<file path="src/core/ctrg_pkg.sv">
// package: register map, field positions and constants of the trim register bank
package ctrg_pkg;
   localparam logic [7:0] ADDR_CELL6_TRIM     = 8'h16;
   localparam logic [7:0] ADDR_CELL_MSB_A     = 8'h17;
   localparam logic [7:0] ADDR_CELL_MSB_B     = 8'h18;
   localparam logic [7:0] ADDR_REFERENCE_MSB  = 8'h1b;
   localparam logic [7:0] ADDR_REFERENCE_LOW  = 8'h10;
   localparam int         OFFSET_LOW_POS      = 4;
   localparam int         GAIN_LOW_POS        = 0;
   localparam int         MSB_A_VALID_LSB     = 4;
   localparam int         CELL_TRIM_BITS      = 5;
   localparam int         REF_OFFSET_BITS     = 6;
   localparam int         REF_GAIN_BITS       = 5;
   localparam int         NUM_CELLS           = 6;
   localparam logic [7:0] TRIM_RESET          = 8'h00;
   localparam logic [5:0] BALANCE_RESET       = 6'h00;
   localparam int         OFFSET_STEP_UV      = 1000;
   localparam int         GAIN_STEP_PPM       = 1000;
   typedef enum logic [1:0] {
      CTRG_RUN      = 2'b00,
      CTRG_DRAIN    = 2'b01,
      CTRG_ARMED    = 2'b10
   } ctrg_power_t;
endpackage

</file>
<file path="src/core/ctrg_sync.sv">
// three-stage synchroniser with agreement filter for a pin input
`timescale 1ns/10ps
`default_nettype none
module ctrg_sync (
   // clock and control
   input  wire logic clk,
   input  wire logic reset_n,
   input  wire logic clk_en,
   // pin and filtered level
   input  wire logic pin,
   output logic      level
);
   logic s1;
   logic s2;
   logic s3;
   wire  agree = (s2 == s3);

   always_ff @(posedge clk) begin
      if (!reset_n) begin
         s1    <= 1'b0;
         s2    <= 1'b0;
         s3    <= 1'b0;
         level <= 1'b0;
      end else if (clk_en) begin
         s1 <= pin;
         s2 <= s1;
         s3 <= s2;
         if (agree) begin
            level <= s3;
         end
      end
   end
endmodule
`default_nettype wire

</file>
<file path="src/core/ctrg_regs.sv">
// trim register bank with sleep/wake sequencing and balancing interlock
// Functional notes
// - 0x16 high nibble: cell6 offset low bits
// - 0x16 low nibble: cell6 gain low bits
// - 0x17 D7..D4: cell1, cell2 offset/gain tops
// - 0x18 D7..D0: cells 3-6 offset/gain tops
// - 0x1b D2..D0: reference offset bits, gain top
// - reference trims: 6-bit offset, 5-bit gain
// - sleep bit write enters shutdown
// - wake detector waits for regulator discharge
// - armed detector wakes on alert high
// - balancing only by host, never self-cycled
// - adjacent balancing requests keep both off
`timescale 1ns/10ps
`default_nettype none
module ctrg_regs #(
   parameter int CELLS = ctrg_pkg::NUM_CELLS
) (
   // clock and reset
   input  wire logic             clk,
   input  wire logic             reset_n,
   input  wire logic             clk_en,
   // trim storage load (nonvolatile image)
   input  wire logic             trim_load,
   input  wire logic [7:0]       trim_load_addr,
   input  wire logic [7:0]       trim_load_data,
   // register read port
   input  wire logic             rd_en,
   input  wire logic [7:0]       rd_addr,
   output logic [7:0]            rd_data,
   output logic                  rd_hit,
   // power control
   input  wire logic             sleep_cmd,
   input  wire logic             regulator_output_zero,
   input  wire logic             alert_pin,
   output logic                  shutdown,
   output logic                  wake_armed,
   // balancing
   input  wire logic [CELLS-1:0] balance_req,
   output logic [CELLS-1:0]      balance_on,
   // assembled trims
   output logic [4:0]            cell6_offset_trim,
   output logic [4:0]            cell6_gain_trim,
   output logic [5:0]            ref_offset_trim,
   output logic [4:0]            ref_gain_trim
);
   logic [7:0]          cell6_trim;
   logic [7:0]          cell_trim_msb_a;
   logic [7:0]          cell_trim_msb_b;
   logic [7:0]          reference_trim_msb;
   // reference low trims: offset in the upper nibble, gain in the lower
   logic [7:0]          reference_low;
   logic [7:0]          rd_mux;
   ctrg_pkg::ctrg_power_t state;
   ctrg_pkg::ctrg_power_t next_state;
   logic                disch_s;
   logic                alert_s;

   ctrg_sync u_sync_disch (
      .clk     (clk),
      .reset_n (reset_n),
      .clk_en  (clk_en),
      .pin     (regulator_output_zero),
      .level   (disch_s)
   );
   ctrg_sync u_sync_alert (
      .clk     (clk),
      .reset_n (reset_n),
      .clk_en  (clk_en),
      .pin     (alert_pin),
      .level   (alert_s)
   );

   // stored images, unused bits forced to zero
   wire ld_c6   = trim_load && (trim_load_addr == ctrg_pkg::ADDR_CELL6_TRIM);
   wire ld_a    = trim_load && (trim_load_addr == ctrg_pkg::ADDR_CELL_MSB_A);
   wire ld_b    = trim_load && (trim_load_addr == ctrg_pkg::ADDR_CELL_MSB_B);
   wire ld_ref  = trim_load && (trim_load_addr == ctrg_pkg::ADDR_REFERENCE_MSB);
   // reference low trims have a load address of their own, not readable here
   wire ld_rlow = trim_load && (trim_load_addr == ctrg_pkg::ADDR_REFERENCE_LOW);
   wire [7:0] msb_a_in = {trim_load_data[7:4], 4'h0};
   wire [7:0] ref_in   = {5'h00, trim_load_data[2:0]};

   always_ff @(posedge clk) begin
      if (!reset_n) begin
         cell6_trim         <= ctrg_pkg::TRIM_RESET;
         cell_trim_msb_a    <= ctrg_pkg::TRIM_RESET;
         cell_trim_msb_b    <= ctrg_pkg::TRIM_RESET;
         reference_trim_msb <= ctrg_pkg::TRIM_RESET;
         reference_low      <= ctrg_pkg::TRIM_RESET;
      end else if (clk_en) begin
         if (ld_c6) begin
            cell6_trim <= trim_load_data;
         end
         if (ld_a) begin
            cell_trim_msb_a <= msb_a_in;
         end
         if (ld_b) begin
            cell_trim_msb_b <= trim_load_data;
         end
         if (ld_ref) begin
            reference_trim_msb <= ref_in;
         end
         if (ld_rlow) begin
            reference_low <= trim_load_data;
         end
      end
   end

   // read decode
   wire hit_c6  = (rd_addr == ctrg_pkg::ADDR_CELL6_TRIM);
   wire hit_a   = (rd_addr == ctrg_pkg::ADDR_CELL_MSB_A);
   wire hit_b   = (rd_addr == ctrg_pkg::ADDR_CELL_MSB_B);
   wire hit_ref = (rd_addr == ctrg_pkg::ADDR_REFERENCE_MSB);
   always_comb begin
      if (hit_c6) begin
         rd_mux = cell6_trim;
      end else if (hit_a) begin
         rd_mux = cell_trim_msb_a;
      end else if (hit_b) begin
         rd_mux = cell_trim_msb_b;
      end else if (hit_ref) begin
         rd_mux = reference_trim_msb;
      end else begin
         rd_mux = 8'h00;
      end
   end
   wire rd_any = hit_c6 | hit_a | hit_b | hit_ref;

   // trim assembly: msb joined with low nibble
   wire [4:0] c6_off = {cell_trim_msb_b[1], cell6_trim[7:4]};
   wire [4:0] c6_gn  = {cell_trim_msb_b[0], cell6_trim[3:0]};
   wire [5:0] r_off  = {reference_trim_msb[2:1], reference_low[7:4]};
   wire [4:0] r_gn   = {reference_trim_msb[0], reference_low[3:0]};

   // power sequencing
   always_comb begin
      next_state = state;
      case (state)
         ctrg_pkg::CTRG_RUN: begin
            if (sleep_cmd) next_state = ctrg_pkg::CTRG_DRAIN;
         end
         ctrg_pkg::CTRG_DRAIN: begin
            if (disch_s) next_state = ctrg_pkg::CTRG_ARMED;
         end
         ctrg_pkg::CTRG_ARMED: begin
            if (alert_s) next_state = ctrg_pkg::CTRG_RUN;
         end
         default: next_state = ctrg_pkg::CTRG_RUN;
      endcase
   end

   // next-state decode
   wire going_run   = (next_state == ctrg_pkg::CTRG_RUN);
   wire going_armed = (next_state == ctrg_pkg::CTRG_ARMED);

   // interlock: a bit is blocked if either neighbour also requested
   // end switches have one neighbour only
   wire [CELLS-1:0] guard_free;
   for (genvar c = 0; c < CELLS; c++) begin : g_guard
      if (c == 0) begin : g_low_end
         assign guard_free[c] = !balance_req[c+1];
      end else if (c == CELLS - 1) begin : g_high_end
         assign guard_free[c] = !balance_req[c-1];
      end else begin : g_middle
         assign guard_free[c] = !balance_req[c-1] && !balance_req[c+1];
      end
   end
   // switches drop in the same cycle that shutdown rises
   wire [CELLS-1:0] next_balance = going_run ? (balance_req & guard_free) : '0;

   // power state and status outputs
   always_ff @(posedge clk) begin
      if (!reset_n) begin
         state      <= ctrg_pkg::CTRG_RUN;
         shutdown   <= 1'b0;
         wake_armed <= 1'b0;
      end else if (clk_en) begin
         state      <= next_state;
         shutdown   <= !going_run;
         wake_armed <= going_armed;
      end
   end

   // balancing switch drive
   always_ff @(posedge clk) begin
      if (!reset_n) begin
         balance_on <= '0;
      end else if (clk_en) begin
         balance_on <= next_balance;
      end
   end

   // read answer, one cycle after the strobe
   always_ff @(posedge clk) begin
      if (!reset_n) begin
         rd_data <= 8'h00;
         rd_hit  <= 1'b0;
      end else if (clk_en) begin
         rd_data <= rd_en ? rd_mux : 8'h00;
         rd_hit  <= rd_en & rd_any;
      end
   end

   // assembled trim values
   always_ff @(posedge clk) begin
      if (!reset_n) begin
         cell6_offset_trim <= 5'h00;
         cell6_gain_trim   <= 5'h00;
         ref_offset_trim   <= 6'h00;
         ref_gain_trim     <= 5'h00;
      end else if (clk_en) begin
         cell6_offset_trim <= c6_off;
         cell6_gain_trim   <= c6_gn;
         ref_offset_trim   <= r_off;
         ref_gain_trim     <= r_gn;
      end
   end
endmodule
`default_nettype wire

</file>
<file path="config.mk">
export PLATFORM = sky130hd
export DESIGN_NAME = ctrg_regs
export DESIGN_NICKNAME = d
export VERILOG_FILES = /design/src/core/ctrg_pkg.sv /design/src/core/ctrg_sync.sv /design/src/core/ctrg_regs.sv
export SDC_FILE = /design/constraint.sdc
export NUM_CORES = 1
export LEC_CHECK = 0
export ABC_AREA = 1
export BUFFER_PORTS_ARGS = -buffer_cell sky130_fd_sc_hd__buf_2
export CORE_MARGIN = 4
export CORE_UTILIZATION = 57
export DETAILED_ROUTE_END_ITERATION = 8
export HOLD_SLACK_MARGIN = 0.12
export PLACE_DENSITY_LB_ADDON = 0.12
export SLEW_MARGIN = 20
export SYNTH_ARGS = -nofsm -noshare
export SYNTH_HDL_FRONTEND = slang
export SYNTH_HIERARCHICAL = 1
export SYNTH_SLANG_ARGS = --single-unit
</file>
<file path="constraint.sdc">
create_clock -name clk -period 2.88 [get_ports clk]
set_clock_uncertainty 0.15 [all_clocks]
set_input_delay 0.288 -clock clk [delete_from_list [all_inputs] [get_ports clk]]
set_output_delay 0.288 -clock clk [all_outputs]
set_load 0.02 [all_outputs]
</file>
# Word-level counts from Yosys, hierarchy flattened
# Cells that the tools add are included.
# Widths: inputs -> output; s select.
# classes
n_addsub	0
n_mul	0
div_mod_pow	0
order_cmp	0
n_eq_ne	14
n_shift	0
mux	10
bitwise	5
reduce_logical	25
# ops
op	n
$eq 8x5->1 const B	9
$mux 8	4
$reduce_and 2->1	7
$logic_and 1x1->1	9
$logic_not 1->1	7
$and 6x6->6	1
$mux 2	3
$mux 6	1
$pmux 2 s3	1
$eq 2x2->1 const B	2
$logic_not 2->1	2
$mux 3	1
$or 1x1->1	3
$eq 1x1->1	2
$eq 2x1->1 const B	1
$and 1x1->1	1
# word_totals
register_bits	79
latch_bits	0
ram_bits	0
rom_bits	0
out_inout_bits	38
elab_cells	77
memories	0

# Depth between registers and ports, before layout
# Gate-level depths: netlist of the first run.
# logic_depth
depth_word	6
ltp_mapped	8

# Hierarchy
# Netlist of the first run, hierarchy kept.
# by_module_without_submodules
module	n_inst	cells_each	area_per_inst_um2	seq_area_each_um2
ctrg_regs	1	405	2970.3	1421.4
ctrg_sync	2	19	143.9	80.1

# Worst setup path before layout of the first run
# No wires, ideal clock.
# synth_timing
path_type	input to register
start	input port clk_en
end	register cell6_trim[6]
arrival_time_ns	1.079
required_ns	2.613
setup_slack_ns	1.534
cell_stages	7
n_path_buf	2
path_cell_list	buf_6 > nand2_4 > nor3_4 > nand4_2 > buf_6 > o21ai_1 > a21oi_1
# synth_via
elab_chain_cells	1
# synth_rtl
item	line_no	text
start: declaration	ctrg_regs.sv:22	input wire logic clk_en,
$reduce_and 2->1 (no line)	-	
end signal: assignment	ctrg_regs.sv:86	cell6_trim <= ctrg_pkg::TRIM_RESET;
end signal: assignment	ctrg_regs.sv:93	cell6_trim <= trim_load_data;
end: declaration	ctrg_regs.sv:47	logic [7:0] cell6_trim;
# Every way passes these cells.
# A chain may end at the register's enable or synchronous reset.

==> results of run 1 <==
## worst max-delay path, cell delays in order
cell and delay, ns:
buf_2 0.26, buf_4 0.34, inv_2 0.30, nor2_1 0.23, nand3_1 0.10, dlygate4sd3_1 0.56, a21oi_1 0.11
## logic make-up (layout without fill, tap and decap cells)
logic type,after synthesis,count (layout)
buffers and inverters,54,145
AOI/OAI and AO/OA,102,102
and+or+nand+nor,208,208
DFF,79,79
## synthesized netlist by cell type (3+ instances only)
master / number / area (um^2)
o21ai_0: 58 / 290
nand2_1: 54 / 203
buf_2: 3 / 15.0
nand4_1: 8 / 50.1
a21oi_1: 35 / 175
nor3_1: 9 / 45.0
dfxtp_1: 79 / 1580
nor2_2: 5 / 31.3
clkbuf_1: 9 / 33.8
nand3_1: 25 / 125
o21ai_1: 6 / 30.0
inv_1: 33 / 124
nor2_1: 94 / 353
## per-layer routing
metal	GRT usage	up-vias
li1	-	1627
met1	0.305	1402
met2	0.377	88
met3	0.0405	9
met4	0.0892	0
met5	0	-
## worst paths after layout
kind,slack [ns],endpoint,from,depth (start not counted)
min reg2reg,0.31,rd_data[2],rd_data[2],2
min,0.14,ref_gain_trim[2],reset_n,3
max,0.80,balance_on[0],clk_en,7
max reg2reg,1.05,balance_on[0],state[0],6
## power breakdown
part | internal [uW] | switching [uW] | leakage (uW)
clock network | 473 | 387 | 0.000109
logic | 73.6 | 131 | 0.00106
registers | 1120 | 11.7 | 0.000642
## per-stage QoR
stage,hold WS (ns),power [uW],worst slack (ns),util
2_1_floorplan,0.231,1270,1.53,-
3_3_place_gp,0.289,1340,0.972,0.660
3_5_place_dp,0.293,1340,0.896,0.660
4_1_cts,0.125,2210,0.855,0.724
5_1_grt,0.150,2280,0.626,0.724
6_report,0.139,2190,0.796,0.724
## final cells by class
| type | count | share of cell area |
|---|---|---|
| clock inverters | 4 | 0.0128 |
| repair buffers | 92 | 0.134 |
| well taps | 72 | 0.0225 |
| flip-flops and latches | 79 | 0.394 |
| clock buffers | 12 | 0.0412 |
| inverters | 37 | 0.0346 |
| multi-input cells | 310 | 0.361 |
## state kept, by name, summed over array words and instances, names as in the netlist, 2 cells and up
register            cells
cell6_gain_trim         5
reference_low           8
ref_gain_trim           5
state                   2
cell_trim_msb_a         4
ref_offset_trim         6
reference_trim_msb      3
cell6_offset_trim       5
rd_data                 8
cell_trim_msb_b         8
balance_on              6
cell6_trim              8
## repair_timing
item | in CTS | in global routing
gates resized for setup | 0 | 0
hold buffers | 14 | 0
endpoints found under the setup margin | 0 | 0
hold endpoints to repair | 19 | 0
==> out/metrics.cfg, run 1 <==
[grt]
gr-total-overflow = 0
grt_pass1_vias = 2899
grt_first_pass_wirelength_um = 13300
grt_max_degree = 52
antenna_found_initial = 0
grt_usage = 0.231

[yosys]
synth-seq-area-share = 0.485
synthSimpleGateAreaFrac = 0.284
synth_top_family_by_area = simple AND/OR/NAND/NOR gates
syn_nets = 481
synth_xor_area_frac = 0
yosys_warnings = 6
synthCells = 443
synth_mux_area_frac = 0
avgSynthCellArea_um2 = 7.35
synth_seq_cells = 79
ys.flop_type = dfxtp_1
ys_types = 30
syn_area_um2 = 3260
synth-edff-count = 0
synth_compound_area_frac = 0.160
synthAdderAreaFrac = 0
async_flop_share = 0

[layout]
final_cells = 606
seqCellArea_um2 = 1580
area_growth_pct = 23.2
final_cell_mix = 94 x nor2_1, 79 x dfxtp_1, 75 x buf_2
layout_commonest_cell = nor2_1
drive_gt1_frac = 0.213
diodes = 0
nFillCells = 468
multi_input_area_um2 = 1450
final_area_um2 = 4010
nNetsFinal = 567

[routing]
wire_per_inst_um = 12.9
drtIter0Drc = 166
detail_route.vias_per_cell = 5.16
wl_met2_um = 3600
wl_met3_um = 469
m1WireLength_um = 3600
drcViolationCount = 0
dr.pass1.iters = 4
top_layer = met4
vias = 3126
drtAntennaViolNets = 0
wirelength_um = 7800

[sta]
finalSetupTns_ns = 0
setup_viol = 0
period_share = 0.723
finalMaxSlewViolations = 0
max-slew-margin-rel = 0.615
clock.fmax_ghz = 0.480
hold_violations = 0
rsz0062_at_grt = no
tightest_slew_ns = 0.576
period_needed_ns = 2.08

[job]
maxCapViolations = 0

[status]
status = completed

[clock_tree]
clk_latency_ns = 0.34
post_cts_buffers = 0
cts_buffer_depth = 2
h-tree-depth = 3
cts_sinks = 79
cts-root-buf = clkbuf_8
numCtsBuffers = 9
clkTransAtPathRegs_ns = 0.08
cts_tree = yes

[floorplanning]
core-area_um2 = 5540
start_util = 0.588
io_pins = 76
num_rows = 27
die_w_um = 83.6
chipHeight_um = 83.6
die_area_um2 = 6990

[power_and_ir_drop]
p_leak_uw = 0.00181
p_per_area_nw_per_um2 = 546
peakVddDrop_v = 0.000363

[placement]
port_buffers = 75
hpwl_um = 5450
globalplace.congestion = 0.885
dp_cells = 576
dpl-instance-area_um2 = 3660

[worst_setup_path]
path_class = input port to register
endpoint_kind = register
startpoint_type = input port
cp_max_fo = 37
worstPathRequired_ns = 2.99
cp_data_arrival_time_ns = 2.20

[hold_path]
hold_path_class = input port to register

Note: power is estimated with default switching activity, not from simulation.
==> run 2: changes to the inputs <==
--- a/config.mk
+++ b/config.mk
@@ -8,7 +8,7 @@
 export ABC_AREA = 1
 export BUFFER_PORTS_ARGS = -buffer_cell sky130_fd_sc_hd__buf_2
 export CORE_MARGIN = 4
-export CORE_UTILIZATION = 57
+export CORE_UTILIZATION = 53
 export DETAILED_ROUTE_END_ITERATION = 8
 export HOLD_SLACK_MARGIN = 0.12
 export PLACE_DENSITY_LB_ADDON = 0.12
==> constraint.sdc (replaced) <==
create_clock -name clk -period 2.1 [get_ports clk]
set_clock_uncertainty 0.15 [all_clocks]
set_input_delay 0.21 -clock clk [delete_from_list [all_inputs] [get_ports clk]]
set_output_delay 0.21 -clock clk [all_outputs]
set_load 0.02 [all_outputs]
==> out/metrics.cfg, run 2 (synthesis results as in run 1) <==
[sta]
setup_viol = 0
finalSetupTns_ns = 0
fin_ws_ns = 0.151
finalMaxSlewViolations = 0
rsz0062_at_grt = no
period_needed_ns = 1.95
period_share = 0.928
hold_violations = 0
tightest_slew_ns = 0.464
clock.fmax_ghz = 0.513
max-slew-margin-rel = 0.689

[worst_setup_path]
slowest_stage = dlygate4sd3_1
worstRegToRegCells = 7
crit_path_start = sleep_cmd
cp.buffers_inverters = 4
worstPathRequired_ns = 2.22
critPathMaxStageDelay_ns = 0.56
cp_data_arrival_time_ns = 2.07
r2r-start = u_sync_disch/level
rrSetupSlack_ns = 0.26
crit-reg2reg-capture = balance_on[1]
endpoint_kind = register
path_depth = 8
path_cells = dlygate4sd3_1, buf_2, o21ai_0, nand2_1, inv_1, nand3_1, dlygate4sd3_1, a21oi_1
startpoint_type = input port
cp-endpoint = balance_on[1]
path_class = input port to register
cp_max_fo = 3
critPathMostFrequentCell = dlygate4sd3_1
critPathTopFamily = buffers and inverters

[layout]
final_core_util = 0.680
drive_gt1_frac = 0.210
area_growth_pct = 24.3
final_area_um2 = 4050
diodes = 0
nNetsFinal = 575
layout_commonest_cell = nor2_1
final_cell_mix = 94 x nor2_1, 79 x dfxtp_1, 75 x buf_2

[placement]
dpl-instance-area_um2 = 3670
globalplace.congestion = 0.873
hpwl_um = 5580
dpl_worst_slack_ns = 0.304
port_buffers = 75

[grt]
gr-usage-met2 = 0.373
grt_max_degree = 57
grtUsageMet1 = 0.284
grt_pass1_vias = 2979
grt_util_met3 = 0.0390
gr-total-overflow = 0
antenna_found_initial = 0
grt_first_pass_wirelength_um = 13200
grt_usage = 0.222
grt_busiest_layer = met2

[floorplanning]
start_util = 0.547
num_rows = 28
core-area_um2 = 5960
die_area_um2 = 7470
io_pins = 76
die_w_um = 86.4
chipHeight_um = 86.4

[power_and_ir_drop]
p_leak_uw = 0.00182
peakVddDrop_v = 0.000473
p_per_area_nw_per_um2 = 697

[hold_path]
hold_path_class = input port to register

[clock_tree]
clkTransAtPathRegs_ns = 0.08
clk_latency_ns = 0.35
cts_tree = yes
cts_buffer_depth = 2
numCtsBuffers = 9
post_cts_buffers = 0
cts_resized = 0
h-tree-depth = 3
cts-root-buf = clkbuf_8
cts.hold.buffers_added = 21
cts_sinks = 79

[routing]
wirelength_um = 7890
drcViolationCount = 0
wire_per_inst_um = 12.8
dr.pass1.iters = 4
drtIter0Drc = 186
drtAntennaViolNets = 0
vias = 3168
detail_route.vias_per_cell = 5.13

[status]
status = completed

[job]
maxCapViolations = 0

[run 2: changes by cell type in the layout (fill, tap and decap cells not counted)]
cell / delta
dlygate4sd3_1: +7
clkinv_2: +1
clkbuf_8: -3
clkinv_4: +1
bufinv_16: -1
inv_6: +1
clkbuf_1: +1
buf_4: +1
[run 2: area by class of cell]
type                       count  area, um^2
inverter                      37         139
tap                           75        93.8
clock inverter                 6        43.8
timing repair buffer         100         616
clock buffer                  10         128
fill                         522        1910
multi-input combinational    310        1450
sequential                    79        1580
[run 2: power breakdown]
part | total [uW] | switching [uW] | internal [uW]
Sequential | 1550 | 16.6 | 1530
Combinational | 287 | 179 | 109
Clock | 990 | 554 | 435
Total | 2820 | 750 | 2070
[run 2: tightest hold or removal path: stages]
cell	delay, ns
buf_2	0.13
nor3_4	0.07
a21oi_1	0.13
nor2_1	0.05
[run 2: worst min-delay path by stage]
stage / startpoint / to / slack, ns / cells past startpoint
after floorplan: clk_en / u_sync_alert/s3 / 0.15 / 1
after global placement: alert_pin / u_sync_alert/s1 / 0.29 / 3
after detailed placement: alert_pin / u_sync_alert/s1 / 0.29 / 3
after CTS: trim_load_addr[3] / cell_trim_msb_a[5] / 0.13 / 4
after global routing: trim_load_addr[3] / cell_trim_msb_a[4] / 0.18 / 4
final: trim_load_addr[3] / cell_trim_msb_a[4] / 0.15 / 4
[run 2: per-layer routing]
metal / share of wire / up-vias / wire length, um
met5: 0 / - / 0
met4: 0.0098 / 0 / 77
met3: 0.057 / 9 / 449
met2: 0.47 / 93 / 3720
met1: 0.46 / 1426 / 3650
li1: - / 1640 / -
[run 2: through the flow]
stage,std cells,hold WS (ns),power (uW)
after detailed placement,580,0.293,1840
after global placement,580,0.287,1830
after floorplan,443,0.153,1740
after CTS,617,0.135,2850
after global routing,617,0.181,2950
final,617,0.150,2820
